### src/common/gscr_pkg.sv
// Package of constants for the gas sensor configuration register block
package gscr_pkg;

   // ==========================================================
   // Holding register addresses
   localparam logic [15:0] ADDR_CAL_RESULT = 16'h0000;
   localparam logic [15:0] ADDR_COMMAND = 16'h0001;
   localparam logic [15:0] ADDR_BASE_PERIOD = 16'h000d;
   localparam logic [15:0] ADDR_CTRL_WORD = 16'h0012;
   localparam logic [15:0] ADDR_SCALE_NUM = 16'h0014;
   localparam logic [15:0] ADDR_SCALE_DEN = 16'h0015;
   localparam logic [15:0] ADDR_PRESSURE = 16'h002e;

   // ==========================================================
   // Control word fields
   localparam int CTRL_ABC_OFF_BIT = 1;
   localparam int CTRL_IIR_LO_BIT = 2;
   localparam int CTRL_IIR_HI_BIT = 3;
   localparam int CTRL_PCOMP_OFF_BIT = 4;

   // ==========================================================
   // Command and status codes
   localparam logic [15:0] CMD_ZERO_CAL = 16'h7c07;
   localparam logic [15:0] CAL_OK = 16'h0040;
   localparam logic [15:0] CAL_FAIL = 16'h0000;

   // ==========================================================
   // Values after reset
   localparam logic [15:0] RST_CAL_RESULT = 16'h0000;
   localparam logic [15:0] RST_COMMAND = 16'h0000;
   localparam logic [15:0] RST_BASE_PERIOD = 16'h0001;
   localparam logic [15:0] RST_CTRL_WORD = 16'h0000;
   localparam logic [15:0] RST_SCALE_NUM = 16'h0001;
   localparam logic [15:0] RST_SCALE_DEN = 16'h0001;
   localparam logic [15:0] RST_PRESSURE = 16'h0000;

   // ==========================================================
   // Pressure clamp, units of 0.1 hPa
   localparam logic [15:0] PRESS_MIN = 16'h0bb8;
   localparam logic [15:0] PRESS_MAX = 16'h32c8;

   // ==========================================================
   // Serial framing
   localparam logic [7:0] FC_READ_HOLD = 8'h03;
   localparam logic [7:0] FC_WRITE_MULTI = 8'h10;
   localparam logic [7:0] FC_EXC_FLAG = 8'h80;
   localparam logic [7:0] EXC_BAD_FUNC = 8'h01;
   localparam logic [7:0] EXC_BAD_VALUE = 8'h03;
   localparam logic [15:0] CRC_INIT = 16'hffff;
   localparam logic [15:0] CRC_POLY = 16'ha001;
   localparam logic [15:0] READ_MAX = 16'h007d;
   localparam logic [8:0] LEN_READ_REQ = 9'h008;
   localparam logic [8:0] LEN_WRITE_HDR = 9'h007;
   localparam logic [8:0] LEN_MIN = 9'h004;
   localparam logic [8:0] LEN_EXC_RSP = 9'h003;
   localparam logic [8:0] LEN_WRITE_RSP = 9'h006;

   typedef enum logic [1:0]
   {
      GSCR_ST_IDLE = 2'b00,
      GSCR_ST_APPLY = 2'b01,
      GSCR_ST_TX = 2'b11
   } gscr_state_t;

   typedef enum logic [1:0]
   {
      GSCR_RK_EXC = 2'b00,
      GSCR_RK_READ = 2'b01,
      GSCR_RK_WRITE = 2'b10
   } gscr_resp_t;

endpackage

### src/logic/gscr_ram.sv
// Staging memory for write-multiple data words, registered read
module gscr_ram #(
   parameter int DW = 16,
   parameter int AW = 7
) (
   input wire logic ref_clk,
   input wire logic rst_n,
   input wire logic wr_en,
   input wire logic [AW-1:0] wr_addr,
   input wire logic [DW-1:0] wr_data,
   input wire logic [AW-1:0] rd_addr,
   output logic [DW-1:0] rd_data
);
   logic [DW-1:0] mem [0:(1<<AW)-1];

   always_ff @(posedge ref_clk)
   begin
      if (wr_en)
      begin
         mem[wr_addr] <= wr_data;
      end
   end

   always_ff @(posedge ref_clk)
   begin
      if (!rst_n)
      begin
         rd_data <= '0;
      end
      else
      begin
         rd_data <= mem[rd_addr];
      end
   end
endmodule

### src/logic/gscr_top.sv
// Serial-framed configuration and command registers of a refrigerant gas sensor
// How it works
// - Control bit1 set turns baseline correction off
// - Control bit1 clear runs baseline correction
// - Zero baseline period also turns correction off
// - Bits 2,3 both zero enable dynamic filter
// - Bits 2,3 both one disable all filtering
// - Command 0x7C07 at 0x0001 starts zero calibration
// - Successful calibration reports 0x40 at 0x0000
// - Control bit4 clear enables pressure compensation
// - No compensation until pressure ever written
// - Pressure clamped into 3000..13000 before use
// - New pressure applies from next gas calculation
// - New scaling effective after sensor reset only
// - Write reply echoes address, function, start, count
module gscr_top #(
   parameter logic [7:0] DEV_ADDR = 8'h68,
   parameter int WR_MAX = 123,
   parameter int RAM_AW = 7
) (
   input wire logic ref_clk,
   input wire logic rst_n,
   input wire logic [7:0] rx_byte,
   input wire logic rx_valid,
   input wire logic rx_frame_end,
   output logic [7:0] tx_byte,
   output logic tx_valid,
   input wire logic tx_ready,
   input wire logic meas_tick,
   input wire logic sensor_reset,
   input wire logic cal_done,
   input wire logic cal_ok,
   output logic zero_cal_start,
   output logic abc_en,
   output logic [15:0] abc_period,
   output logic iir_dyn_en,
   output logic iir_static_en,
   output logic pcomp_en,
   output logic [15:0] pcomp_pressure,
   output logic [15:0] scale_num,
   output logic [15:0] scale_den
);
   // ==========================================================
   // Declarations
   gscr_pkg::gscr_state_t st_q;
   gscr_pkg::gscr_resp_t kind_q;
   logic [8:0] rx_cnt_q;
   logic rx_ovf_q;
   logic [15:0] crc_rx_q;
   logic [7:0] addr_q;
   logic [7:0] func_q;
   logic [15:0] start_q;
   logic [15:0] count_q;
   logic [7:0] bc_q;
   logic [7:0] hi_byte_q;
   logic [7:0] exc_q;
   logic [8:0] plen_q;
   logic [8:0] tx_idx_q;
   logic [15:0] crc_tx_q;
   logic [7:0] tx_byte_q;
   logic tx_valid_q;
   logic [RAM_AW-1:0] ap_idx_q;
   logic [RAM_AW-1:0] ap_widx_q;
   logic ap_vld_q;
   logic ap_issue_done_q;
   logic [15:0] ram_rdata;
   logic ram_we;
   logic [8:0] data_k;
   logic [15:0] cal_result_q;
   logic [15:0] command_q;
   logic [15:0] base_period_q;
   logic [15:0] ctrl_q;
   logic [15:0] num_pend_q;
   logic [15:0] den_pend_q;
   logic [15:0] num_act_q;
   logic [15:0] den_act_q;
   logic [15:0] press_raw_q;
   logic press_written_q;
   logic [15:0] press_act_q;
   logic press_act_vld_q;
   logic zero_cal_q;
   logic reg_we;
   logic [15:0] reg_waddr;
   logic [8:0] frame_len_wr;
   logic frame_ok;
   logic tx_ld;
   logic [7:0] pay_byte;
   logic [8:0] rd_off;
   logic [15:0] rd_word;

   // ==========================================================
   // CRC-16 byte update, reflected polynomial
   function automatic logic [15:0] crc16_byte(input logic [15:0] crc, input logic [7:0] data);
      logic [15:0] c;
      c = crc ^ {8'h00, data};
      for (int i = 0; i < 8; i++)
      begin
         c = c[0] ? ((c >> 1) ^ gscr_pkg::CRC_POLY) : (c >> 1);
      end
      return c;
   endfunction

   // Unmapped addresses read as zero; reserved space stays harmless
   function automatic logic [15:0] reg_read(input logic [15:0] a, input logic [15:0] cal, input logic [15:0] cmd,
                                            input logic [15:0] per, input logic [15:0] ctl, input logic [15:0] num,
                                            input logic [15:0] den, input logic [15:0] prs);
      logic [15:0] v;
      v = 16'h0000;
      case (a)
         gscr_pkg::ADDR_CAL_RESULT: v = cal;
         gscr_pkg::ADDR_COMMAND: v = cmd;
         gscr_pkg::ADDR_BASE_PERIOD: v = per;
         gscr_pkg::ADDR_CTRL_WORD: v = ctl;
         gscr_pkg::ADDR_SCALE_NUM: v = num;
         gscr_pkg::ADDR_SCALE_DEN: v = den;
         gscr_pkg::ADDR_PRESSURE: v = prs;
         default: v = 16'h0000;
      endcase
      return v;
   endfunction

   // ==========================================================
   // Receive framing
   assign frame_len_wr = gscr_pkg::LEN_WRITE_HDR + 9'({1'b0, bc_q}) + 9'h002;
   // Residue of zero means the appended check matched
   assign frame_ok = (rx_cnt_q >= gscr_pkg::LEN_MIN) && (crc_rx_q == 16'h0000) && !rx_ovf_q
                     && (addr_q == DEV_ADDR);
   assign data_k = rx_cnt_q - gscr_pkg::LEN_WRITE_HDR;
   assign ram_we = (st_q == gscr_pkg::GSCR_ST_IDLE) && rx_valid && (func_q == gscr_pkg::FC_WRITE_MULTI)
                   && (rx_cnt_q >= gscr_pkg::LEN_WRITE_HDR) && (data_k < 9'({1'b0, bc_q}))
                   && (data_k < 9'(2 * WR_MAX)) && data_k[0];

   always_ff @(posedge ref_clk)
   begin
      if (!rst_n)
      begin
         rx_cnt_q <= '0;
         rx_ovf_q <= 1'b0;
         crc_rx_q <= gscr_pkg::CRC_INIT;
         addr_q <= 8'h00;
         func_q <= 8'h00;
         start_q <= 16'h0000;
         count_q <= 16'h0000;
         bc_q <= 8'h00;
         hi_byte_q <= 8'h00;
      end
      else if (rx_frame_end)
      begin
         rx_cnt_q <= '0;
         rx_ovf_q <= 1'b0;
      end
      else if (rx_valid && (st_q == gscr_pkg::GSCR_ST_IDLE))
      begin
         crc_rx_q <= crc16_byte((rx_cnt_q == 9'h000) ? gscr_pkg::CRC_INIT : crc_rx_q, rx_byte);
         if (rx_cnt_q == 9'h1ff)
         begin
            rx_ovf_q <= 1'b1;
         end
         else
         begin
            rx_cnt_q <= rx_cnt_q + 9'h001;
         end
         case (rx_cnt_q)
            9'h000: addr_q <= rx_byte;
            9'h001: func_q <= rx_byte;
            9'h002: start_q[15:8] <= rx_byte;
            9'h003: start_q[7:0] <= rx_byte;
            9'h004: count_q[15:8] <= rx_byte;
            9'h005: count_q[7:0] <= rx_byte;
            9'h006: bc_q <= rx_byte;
            default: hi_byte_q <= rx_byte;
         endcase
      end
   end

   gscr_ram #(
      .DW(16),
      .AW(RAM_AW)
   ) u_ram (
      .ref_clk(ref_clk),
      .rst_n(rst_n),
      .wr_en(ram_we),
      .wr_addr(data_k[RAM_AW:1]),
      .wr_data({hi_byte_q, rx_byte}),
      .rd_addr(ap_idx_q),
      .rd_data(ram_rdata)
   );

   // ==========================================================
   // Sequencer: decide, apply staged writes, send reply
   assign tx_ld = (st_q == gscr_pkg::GSCR_ST_TX) && (!tx_valid_q || tx_ready);

   always_ff @(posedge ref_clk)
   begin
      if (!rst_n)
      begin
         st_q <= gscr_pkg::GSCR_ST_IDLE;
         kind_q <= gscr_pkg::GSCR_RK_EXC;
         exc_q <= 8'h00;
         plen_q <= '0;
         ap_idx_q <= '0;
         ap_widx_q <= '0;
         ap_vld_q <= 1'b0;
         ap_issue_done_q <= 1'b0;
      end
      else
      begin
         case (st_q)
            gscr_pkg::GSCR_ST_IDLE:
            begin
               ap_idx_q <= '0;
               ap_vld_q <= 1'b0;
               ap_issue_done_q <= 1'b0;
               if (rx_frame_end && frame_ok)
               begin
                  if (func_q == gscr_pkg::FC_READ_HOLD)
                  begin
                     if (rx_cnt_q == gscr_pkg::LEN_READ_REQ)
                     begin
                        st_q <= gscr_pkg::GSCR_ST_TX;
                        if ((count_q != 16'h0000) && (count_q <= gscr_pkg::READ_MAX))
                        begin
                           kind_q <= gscr_pkg::GSCR_RK_READ;
                           plen_q <= gscr_pkg::LEN_EXC_RSP + 9'({count_q[7:0], 1'b0});
                        end
                        else
                        begin
                           kind_q <= gscr_pkg::GSCR_RK_EXC;
                           exc_q <= gscr_pkg::EXC_BAD_VALUE;
                           plen_q <= gscr_pkg::LEN_EXC_RSP;
                        end
                     end
                  end
                  else if (func_q == gscr_pkg::FC_WRITE_MULTI)
                  begin
                     if (rx_cnt_q == frame_len_wr)
                     begin
                        if ((count_q != 16'h0000) && (count_q <= 16'(WR_MAX))
                            && ({8'h00, bc_q} == {count_q[14:0], 1'b0}))
                        begin
                           st_q <= gscr_pkg::GSCR_ST_APPLY;
                           kind_q <= gscr_pkg::GSCR_RK_WRITE;
                           plen_q <= gscr_pkg::LEN_WRITE_RSP;
                        end
                        else
                        begin
                           st_q <= gscr_pkg::GSCR_ST_TX;
                           kind_q <= gscr_pkg::GSCR_RK_EXC;
                           exc_q <= gscr_pkg::EXC_BAD_VALUE;
                           plen_q <= gscr_pkg::LEN_EXC_RSP;
                        end
                     end
                  end
                  else
                  begin
                     st_q <= gscr_pkg::GSCR_ST_TX;
                     kind_q <= gscr_pkg::GSCR_RK_EXC;
                     exc_q <= gscr_pkg::EXC_BAD_FUNC;
                     plen_q <= gscr_pkg::LEN_EXC_RSP;
                  end
               end
            end
            gscr_pkg::GSCR_ST_APPLY:
            begin
               // Memory read is registered, so the register write trails the address by one cycle
               ap_vld_q <= !ap_issue_done_q;
               ap_widx_q <= ap_idx_q;
               if (!ap_issue_done_q)
               begin
                  if ({9'h000, ap_idx_q} == 16'(count_q - 16'h0001))
                  begin
                     ap_issue_done_q <= 1'b1;
                  end
                  else
                  begin
                     ap_idx_q <= ap_idx_q + 1'b1;
                  end
               end
               else if (!ap_vld_q)
               begin
                  st_q <= gscr_pkg::GSCR_ST_TX;
               end
            end
            gscr_pkg::GSCR_ST_TX:
            begin
               if (tx_ld && (tx_idx_q == plen_q + 9'h002))
               begin
                  st_q <= gscr_pkg::GSCR_ST_IDLE;
               end
            end
            default: st_q <= gscr_pkg::GSCR_ST_IDLE;
         endcase
      end
   end

   assign reg_we = (st_q == gscr_pkg::GSCR_ST_APPLY) && ap_vld_q;
   assign reg_waddr = start_q + {9'h000, ap_widx_q};

   // ==========================================================
   // Reply byte generation
   assign rd_off = tx_idx_q - gscr_pkg::LEN_EXC_RSP;
   assign rd_word = reg_read(start_q + {8'h00, rd_off[8:1]}, cal_result_q, command_q, base_period_q, ctrl_q,
                             num_act_q, den_act_q, press_raw_q);

   always_comb
   begin
      pay_byte = 8'h00;
      if (tx_idx_q == 9'h000)
      begin
         pay_byte = DEV_ADDR;
      end
      else if (tx_idx_q == 9'h001)
      begin
         pay_byte = (kind_q == gscr_pkg::GSCR_RK_EXC) ? (func_q | gscr_pkg::FC_EXC_FLAG) : func_q;
      end
      else
      begin
         case (kind_q)
            gscr_pkg::GSCR_RK_EXC: pay_byte = exc_q;
            gscr_pkg::GSCR_RK_WRITE:
            begin
               case (tx_idx_q)
                  9'h002: pay_byte = start_q[15:8];
                  9'h003: pay_byte = start_q[7:0];
                  9'h004: pay_byte = count_q[15:8];
                  default: pay_byte = count_q[7:0];
               endcase
            end
            gscr_pkg::GSCR_RK_READ:
            begin
               if (tx_idx_q == 9'h002)
               begin
                  pay_byte = {count_q[6:0], 1'b0};
               end
               else
               begin
                  pay_byte = rd_off[0] ? rd_word[7:0] : rd_word[15:8];
               end
            end
            default: pay_byte = 8'h00;
         endcase
      end
   end

   always_ff @(posedge ref_clk)
   begin
      if (!rst_n)
      begin
         tx_idx_q <= '0;
         crc_tx_q <= gscr_pkg::CRC_INIT;
         tx_byte_q <= 8'h00;
         tx_valid_q <= 1'b0;
      end
      else if (st_q != gscr_pkg::GSCR_ST_TX)
      begin
         tx_idx_q <= '0;
         crc_tx_q <= gscr_pkg::CRC_INIT;
         tx_valid_q <= 1'b0;
      end
      else if (tx_ld)
      begin
         tx_idx_q <= tx_idx_q + 9'h001;
         tx_valid_q <= (tx_idx_q != plen_q + 9'h002);
         if (tx_idx_q < plen_q)
         begin
            tx_byte_q <= pay_byte;
            crc_tx_q <= crc16_byte(crc_tx_q, pay_byte);
         end
         else if (tx_idx_q == plen_q)
         begin
            tx_byte_q <= crc_tx_q[7:0];
         end
         else
         begin
            tx_byte_q <= crc_tx_q[15:8];
         end
      end
   end

   assign tx_byte = tx_byte_q;
   assign tx_valid = tx_valid_q;

   // ==========================================================
   // Holding registers
   always_ff @(posedge ref_clk)
   begin
      if (!rst_n)
      begin
         cal_result_q <= gscr_pkg::RST_CAL_RESULT;
         command_q <= gscr_pkg::RST_COMMAND;
         base_period_q <= gscr_pkg::RST_BASE_PERIOD;
         ctrl_q <= gscr_pkg::RST_CTRL_WORD;
         num_pend_q <= gscr_pkg::RST_SCALE_NUM;
         den_pend_q <= gscr_pkg::RST_SCALE_DEN;
         press_raw_q <= gscr_pkg::RST_PRESSURE;
         press_written_q <= 1'b0;
         zero_cal_q <= 1'b0;
      end
      else
      begin
         zero_cal_q <= reg_we && (reg_waddr == gscr_pkg::ADDR_COMMAND) && (ram_rdata == gscr_pkg::CMD_ZERO_CAL);
         if (reg_we)
         begin
            case (reg_waddr)
               gscr_pkg::ADDR_CAL_RESULT: cal_result_q <= ram_rdata;
               gscr_pkg::ADDR_COMMAND: command_q <= ram_rdata;
               gscr_pkg::ADDR_BASE_PERIOD: base_period_q <= ram_rdata;
               gscr_pkg::ADDR_CTRL_WORD: ctrl_q <= ram_rdata;
               gscr_pkg::ADDR_SCALE_NUM: num_pend_q <= ram_rdata;
               gscr_pkg::ADDR_SCALE_DEN: den_pend_q <= ram_rdata;
               gscr_pkg::ADDR_PRESSURE:
               begin
                  press_raw_q <= ram_rdata;
                  press_written_q <= 1'b1;
               end
               default: press_written_q <= press_written_q;
            endcase
         end
         // Calibration outcome wins over a client write in the same cycle
         if (cal_done)
         begin
            cal_result_q <= cal_ok ? gscr_pkg::CAL_OK : gscr_pkg::CAL_FAIL;
         end
      end
   end

   // Staged scaling only reaches the calculation and readback on sensor reset
   always_ff @(posedge ref_clk)
   begin
      if (!rst_n)
      begin
         num_act_q <= gscr_pkg::RST_SCALE_NUM;
         den_act_q <= gscr_pkg::RST_SCALE_DEN;
      end
      else if (sensor_reset)
      begin
         num_act_q <= num_pend_q;
         den_act_q <= den_pend_q;
      end
   end

   // Pressure sampled once per gas calculation, so a fresh write lags up to one period
   always_ff @(posedge ref_clk)
   begin
      if (!rst_n)
      begin
         press_act_q <= gscr_pkg::PRESS_MIN;
         press_act_vld_q <= 1'b0;
      end
      else if (meas_tick)
      begin
         press_act_vld_q <= press_written_q;
         if (press_raw_q < gscr_pkg::PRESS_MIN)
         begin
            press_act_q <= gscr_pkg::PRESS_MIN;
         end
         else if (press_raw_q > gscr_pkg::PRESS_MAX)
         begin
            press_act_q <= gscr_pkg::PRESS_MAX;
         end
         else
         begin
            press_act_q <= press_raw_q;
         end
      end
   end

   // ==========================================================
   // Measurement controls
   always_ff @(posedge ref_clk)
   begin
      if (!rst_n)
      begin
         abc_en <= 1'b0;
         iir_dyn_en <= 1'b0;
         iir_static_en <= 1'b0;
         pcomp_en <= 1'b0;
      end
      else
      begin
         abc_en <= !ctrl_q[gscr_pkg::CTRL_ABC_OFF_BIT] && (base_period_q != 16'h0000);
         iir_dyn_en <= (ctrl_q[gscr_pkg::CTRL_IIR_HI_BIT:gscr_pkg::CTRL_IIR_LO_BIT] == 2'b00);
         // Mixed bit settings leave only the static filter running
         iir_static_en <= (ctrl_q[gscr_pkg::CTRL_IIR_HI_BIT] ^ ctrl_q[gscr_pkg::CTRL_IIR_LO_BIT]);
         pcomp_en <= !ctrl_q[gscr_pkg::CTRL_PCOMP_OFF_BIT] && press_act_vld_q;
      end
   end

   assign zero_cal_start = zero_cal_q;
   assign abc_period = base_period_q;
   assign pcomp_pressure = press_act_q;
   assign scale_num = num_act_q;
   assign scale_den = den_act_q;
endmodule

### config.mk
export PLATFORM = sky130hd
export DESIGN_NAME = gscr_top
export DESIGN_NICKNAME = d
export VERILOG_FILES = /design/src/common/gscr_pkg.sv /design/src/logic/gscr_ram.sv /design/src/logic/gscr_top.sv
export SDC_FILE = /design/constraint.sdc
export NUM_CORES = 2
export LEC_CHECK = 0
export BUFFER_PORTS_ARGS = -buffer_cell sky130_fd_sc_hd__buf_2
export CAP_MARGIN = 20
export CELL_PAD_IN_SITES_DETAIL_PLACEMENT = 1
export CELL_PAD_IN_SITES_GLOBAL_PLACEMENT = 1
export CORE_MARGIN = 1
export CORE_UTILIZATION = 35
export DETAILED_ROUTE_END_ITERATION = 6
export PLACE_DENSITY_LB_ADDON = 0.1
export SYNTH_ARGS = -nofsm -noshare
export SYNTH_HDL_FRONTEND = slang
export SYNTH_SLANG_ARGS = --single-unit
### constraint.sdc
create_clock -name ref_clk -period 16.1 [get_ports ref_clk]
set_clock_uncertainty 0.2 [all_clocks]
set_input_delay 4.025 -clock ref_clk [delete_from_list [all_inputs] [get_ports ref_clk]]
set_output_delay 4.025 -clock ref_clk [all_outputs]
set_load 0.05 [all_outputs]
==> summary by stage <==
Logic synthesis
In this run, synthesis inferred 2,048 flip-flops with an integrated enable. In the post-synthesis netlist, the biggest area contributors are sky130_fd_sc_hd__edfxtp_1, sky130_fd_sc_hd__mux4_2, sky130_fd_sc_hd__dfxtp_1. The proportion of synthesized chip area in sequential cells is 71.0%. The distinct cell type count of the synthesized netlist is 91. Yosys printed 0 warnings.

The share of flip-flops with an asynchronous set or reset after synthesis is 0%. The synthesized design devotes to its leading area cell type 64.0% of total area. The cell taking the most area after synthesis is sky130_fd_sc_hd__edfxtp_1. Synthesis produced a netlist whose cell count is 5,212. The synthesized netlist occupies a cell area of 96,100 µm². Among all flip-flop cells after synthesis, the most frequent one is sky130_fd_sc_hd__edfxtp_1. A synthesized cell averages 18.4 µm². The flip-flop and latch count after synthesis is 2,386.

Drt
Once detail routing completed, the nets flagged for antenna violations numbered 0. The vias after detailed routing is 50,202. After detailed routing, the number of remaining DRC violations is 0. The wire length per cell is 30.7 µm. The via count normalized by instance count is 5.40. After the first detailed-routing iteration, the DRC count stood at 4,193.

For this run, the detailed router's first-pass iteration total came to 5. The post-detailed-routing wire length is 286 mm.

Clocking
The worst-case clock buffer depth is 4. The hold buffer count at CTS is 0. The total of cells resized after clock tree synthesis is 0. The tree is rooted in a sky130_fd_sc_hd__clkbuf_16. Counting every sink on the clock net gives 2,386.

The H-tree depth reported by CTS is 5. The insertion delay of the later-clocked pin in the worst-skew pair is 0.88 ns. The number of CTS-inserted buffers is 275. The post-CTS setup repair buffer count is 0.

Clock-pin slew was measured on the worst setup and hold paths at 0.06 ns. TritonCTS built the clock tree.

STA
The count of pins over their slew limit is 0. The number of failing hold endpoints at the final stage came to 0. Setup repair after global routing left no endpoint under its margin. The share of the clock period used by the worst path is 45.2%. The final setup violation count is 0. Static timing analysis puts the maximum clock frequency at 137 MHz. In this run the tightest slew margin relative to its limit is 23.8%.

The slew at the pin with the worst max-slew slack is 1.14 ns. For the finished layout, the period the worst path requires is 7.28 ns. The setup TNS is 0 ns.

Worst setup path
Walking the worst path, the cells encountered are inv_1 -> ha_1 -> ha_2 -> fa_1 -> nand2b_1 -> o311ai_1 -> nand2_1 -> nor2_1 -> a211oi_1 -> nor2b_1 -> nand4_1 -> o41ai_2 -> xor2_1 -> xnor2_2 -> xor2_2 -> xnor3_1 -> o21ai_1. For the worst setup path, the data required time is 16.70 ns. The critical-path maximum fanout is 15. The critical path endpoint category is a register. For this design, the slowest cell found on the critical path is sky130_fd_sc_hd__dfxtp_1. Among cell families on the critical path, the largest total delay comes from simple AND/OR/NAND/NOR gates.

For the worst setup path, the data arrival time is 7.88 ns. The worst setup path is launched from a register. The critical path is of the reg -> reg type. For this run, the slowest stage of the critical path takes 0.76 ns. Counting both buffers and inverters, the worst setup path holds a total of 1.

Power
VDD sags by at most 0.0000780 V. Power spread over the standard cell area amounts to 117 nW/µm². In this run the static leakage power is 32.2 nW.

GRT
The first global-routing pass estimated 407 mm of wire. For this run, global-route usage on met1 was measured as 30.0%. The met2 routing resource usage after global routing is 32.9%. Across every metal layer, demand over resource in global routing totals 20.5%.

Summed over all layers, the global routing overflow is 0. The maximum number of pins on one net before global-route repair is 100. The global routing stage identified its most utilized layer as met2.

The met3 demand-to-capacity share in global routing is 2.33%. The number of global-route vias before repair came to 52,239. The initial antenna violation count came to 23.

Layout
Excluding fillers, the count of instances in the completed layout stands at 9,302. Cells with a size suffix above 1 make up 25.1% of the layout. The area growth from synthesis to layout is 14.9%. Counting the fill cells in the layout gives 26,185.

The net total in the final layout is 5,565.

Die
The core box area is 273,000 µm². The height of the die is 526 µm. The top-level I/O count is 95. Once the floorplan was initialized, standard cells occupied 35.2% of the core.

The initialized floorplan defines 192 standard-cell rows. The width of the chip is 526 µm. The area enclosed by the die boundary is 277,000 µm².

Hold path
The tightest min-delay check is of the reg -> reg type.

Placed design
Buffers placed on the I/O ports in this run total 94. After detailed placement, the design holds a cell count of 8,808. At the end of routability-driven placement, the weighted congestion stood at 0.825.

The placed wire-length estimate after detailed placement is 179 mm.

Run status
The flow ran to the end, and the final reports show no timing, DRC or antenna violations.

Run
Max-cap violations in this run came to 0.
## layout make-up
type	count	area (µm²)	area share (%)
clock buffers	354	7520	6.81
inverters	51	194	0.176
multi-input cells	2536	27000	24.4
flip-flops and latches	2386	68300	61.8
well taps	3589	4490	4.07
repair buffers	248	1760	1.59
diodes	5	12.5	0.0113
clock inverters	133	1160	1.05
## worst register-to-register path: cells and delay by family (launching register included)
kind / cells / cell delay (ns)
AOI/OAI and AO/OA: 4 / 1.64
xor gates and xnor gates: 4 / 1.20
adders and majority gates: 3 / 1.30
DFF: 1 / 0.76
buffers and inverters: 1 / 0.48
and+or+nand+nor: 5 / 1.65
## sequential cells by signal, indices dropped and copies added, names as in the netlist, 9 cells and up
name	count
abc_period	16
cal_result_q	16
command_q	16
count_q	16
crc_rx_q	16
crc_tx_q	16
ctrl_q	16
den_pend_q	16
num_pend_q	16
pcomp_pressure	16
plen_q	9
press_raw_q	16
rx_cnt_q	9
scale_den	16
scale_num	16
start_q	16
tx_idx_q	9
u_ram.mem	2048
u_ram.rd_data	16
## cells in the final DEF (no fill, tap or decap), drive strengths merged, types with 66 or more instances in the layout
cell type and count:
buf 248, conb 80, nand3 108, xnor2 79, edfxtp 2048, mux4 672, nor2 338, o21ai 66
clkinv 97, a21oi 109, dfxtp 338, mux2i 195, nor2b 76, nand2 266, clkbuf 354
## path summary, 6_finish.rpt
path	to	slack (ns)	depth (start not counted)	startpoint
setup / recovery	crc_tx_q[0]	8.82	17	tx_idx_q[0]
hold / removal	addr_q[3]	0.26	2	addr_q[3]
setup reg to reg	crc_tx_q[0]	8.82	17	tx_idx_q[0]
hold reg to reg	addr_q[3]	0.26	2	addr_q[3]
## cells in the mapped netlist (12+ instances only)
cell type                     n
sky130_fd_sc_hd__o211ai_1    29
sky130_fd_sc_hd__nor3_1      30
sky130_fd_sc_hd__xor2_1      57
sky130_fd_sc_hd__xnor2_1     77
sky130_fd_sc_hd__mux2_2      17
sky130_fd_sc_hd__clkbuf_1   246
sky130_fd_sc_hd__nand4_1     28
sky130_fd_sc_hd__nor2_1     337
sky130_fd_sc_hd__a22o_1      16
sky130_fd_sc_hd__nand2_1    266
sky130_fd_sc_hd__a31oi_1     13
sky130_fd_sc_hd__nand3_1    108
sky130_fd_sc_hd__nand2b_1    12
sky130_fd_sc_hd__and2_1      24
sky130_fd_sc_hd__buf_1       67
sky130_fd_sc_hd__a22oi_1     13
sky130_fd_sc_hd__nor4_1      31
sky130_fd_sc_hd__o21ai_0     63
sky130_fd_sc_hd__a21boi_0    32
sky130_fd_sc_hd__ha_1        48
sky130_fd_sc_hd__mux4_2     672
sky130_fd_sc_hd__edfxtp_1  2048
sky130_fd_sc_hd__a21oi_1    109
sky130_fd_sc_hd__nor2b_1     76
sky130_fd_sc_hd__and3_1      18
sky130_fd_sc_hd__inv_1       50
sky130_fd_sc_hd__dfxtp_1    338
sky130_fd_sc_hd__mux2i_1    195
## power by group
part / switching [W] / internal (W) / leakage [nW] / total [W]
Sequential: 0.0000220 / 0.00669 / 19.5 / 0.00671
Clock: 0.00254 / 0.00356 / 4.24 / 0.00610
Combinational: 0.000118 / 0.0000289 / 8.45 / 0.000147
Total: 0.00268 / 0.0103 / 32.2 / 0.0130
## per-layer routing
metal	routed length, µm	part of all wire [%]	up-vias
met3	12600	4.4	285
met4	5320	1.9	2
met2	136000	47	1144
li1	-	-	21488
met1	132000	46	27283
met5	12	0.0042	-
## metrics by stage
| step | hold slack (ns) | utilization (%) | total power, W | setup slack (ns) | cell area [µm²] |
|---|---|---|---|---|---|
| detailed placement | 0.251 | 37.2 | 0.00700 | 8.46 | 102000 |
| finish | 0.259 | 40.4 | 0.0130 | 8.82 | 110000 |
| global route | 0.278 | 40.4 | 0.0133 | 8.31 | 110000 |
| global placement | 0.242 | 37.2 | 0.00699 | 8.46 | 102000 |
| CTS | 0.259 | 40.4 | 0.0131 | 8.80 | 110000 |
| floorplan | 0.226 | - | 0.00689 | 9.62 | 96400 |
## kinds of logic (layout without fill, tap and decap cells)
kind of cell	Yosys count	count (layout)	synth area share (%)
mux	884	884	18.0
compound gates	399	399	2.81
flops	2386	2386	71.0
fa+ha+maj	50	50	0.666
other cells	1	85	0.00390
simple gates	984	984	4.77
xor+xnor	139	139	1.32
buf+inv	369	786	1.45
Note: power is estimated with default switching activity, not from simulation.
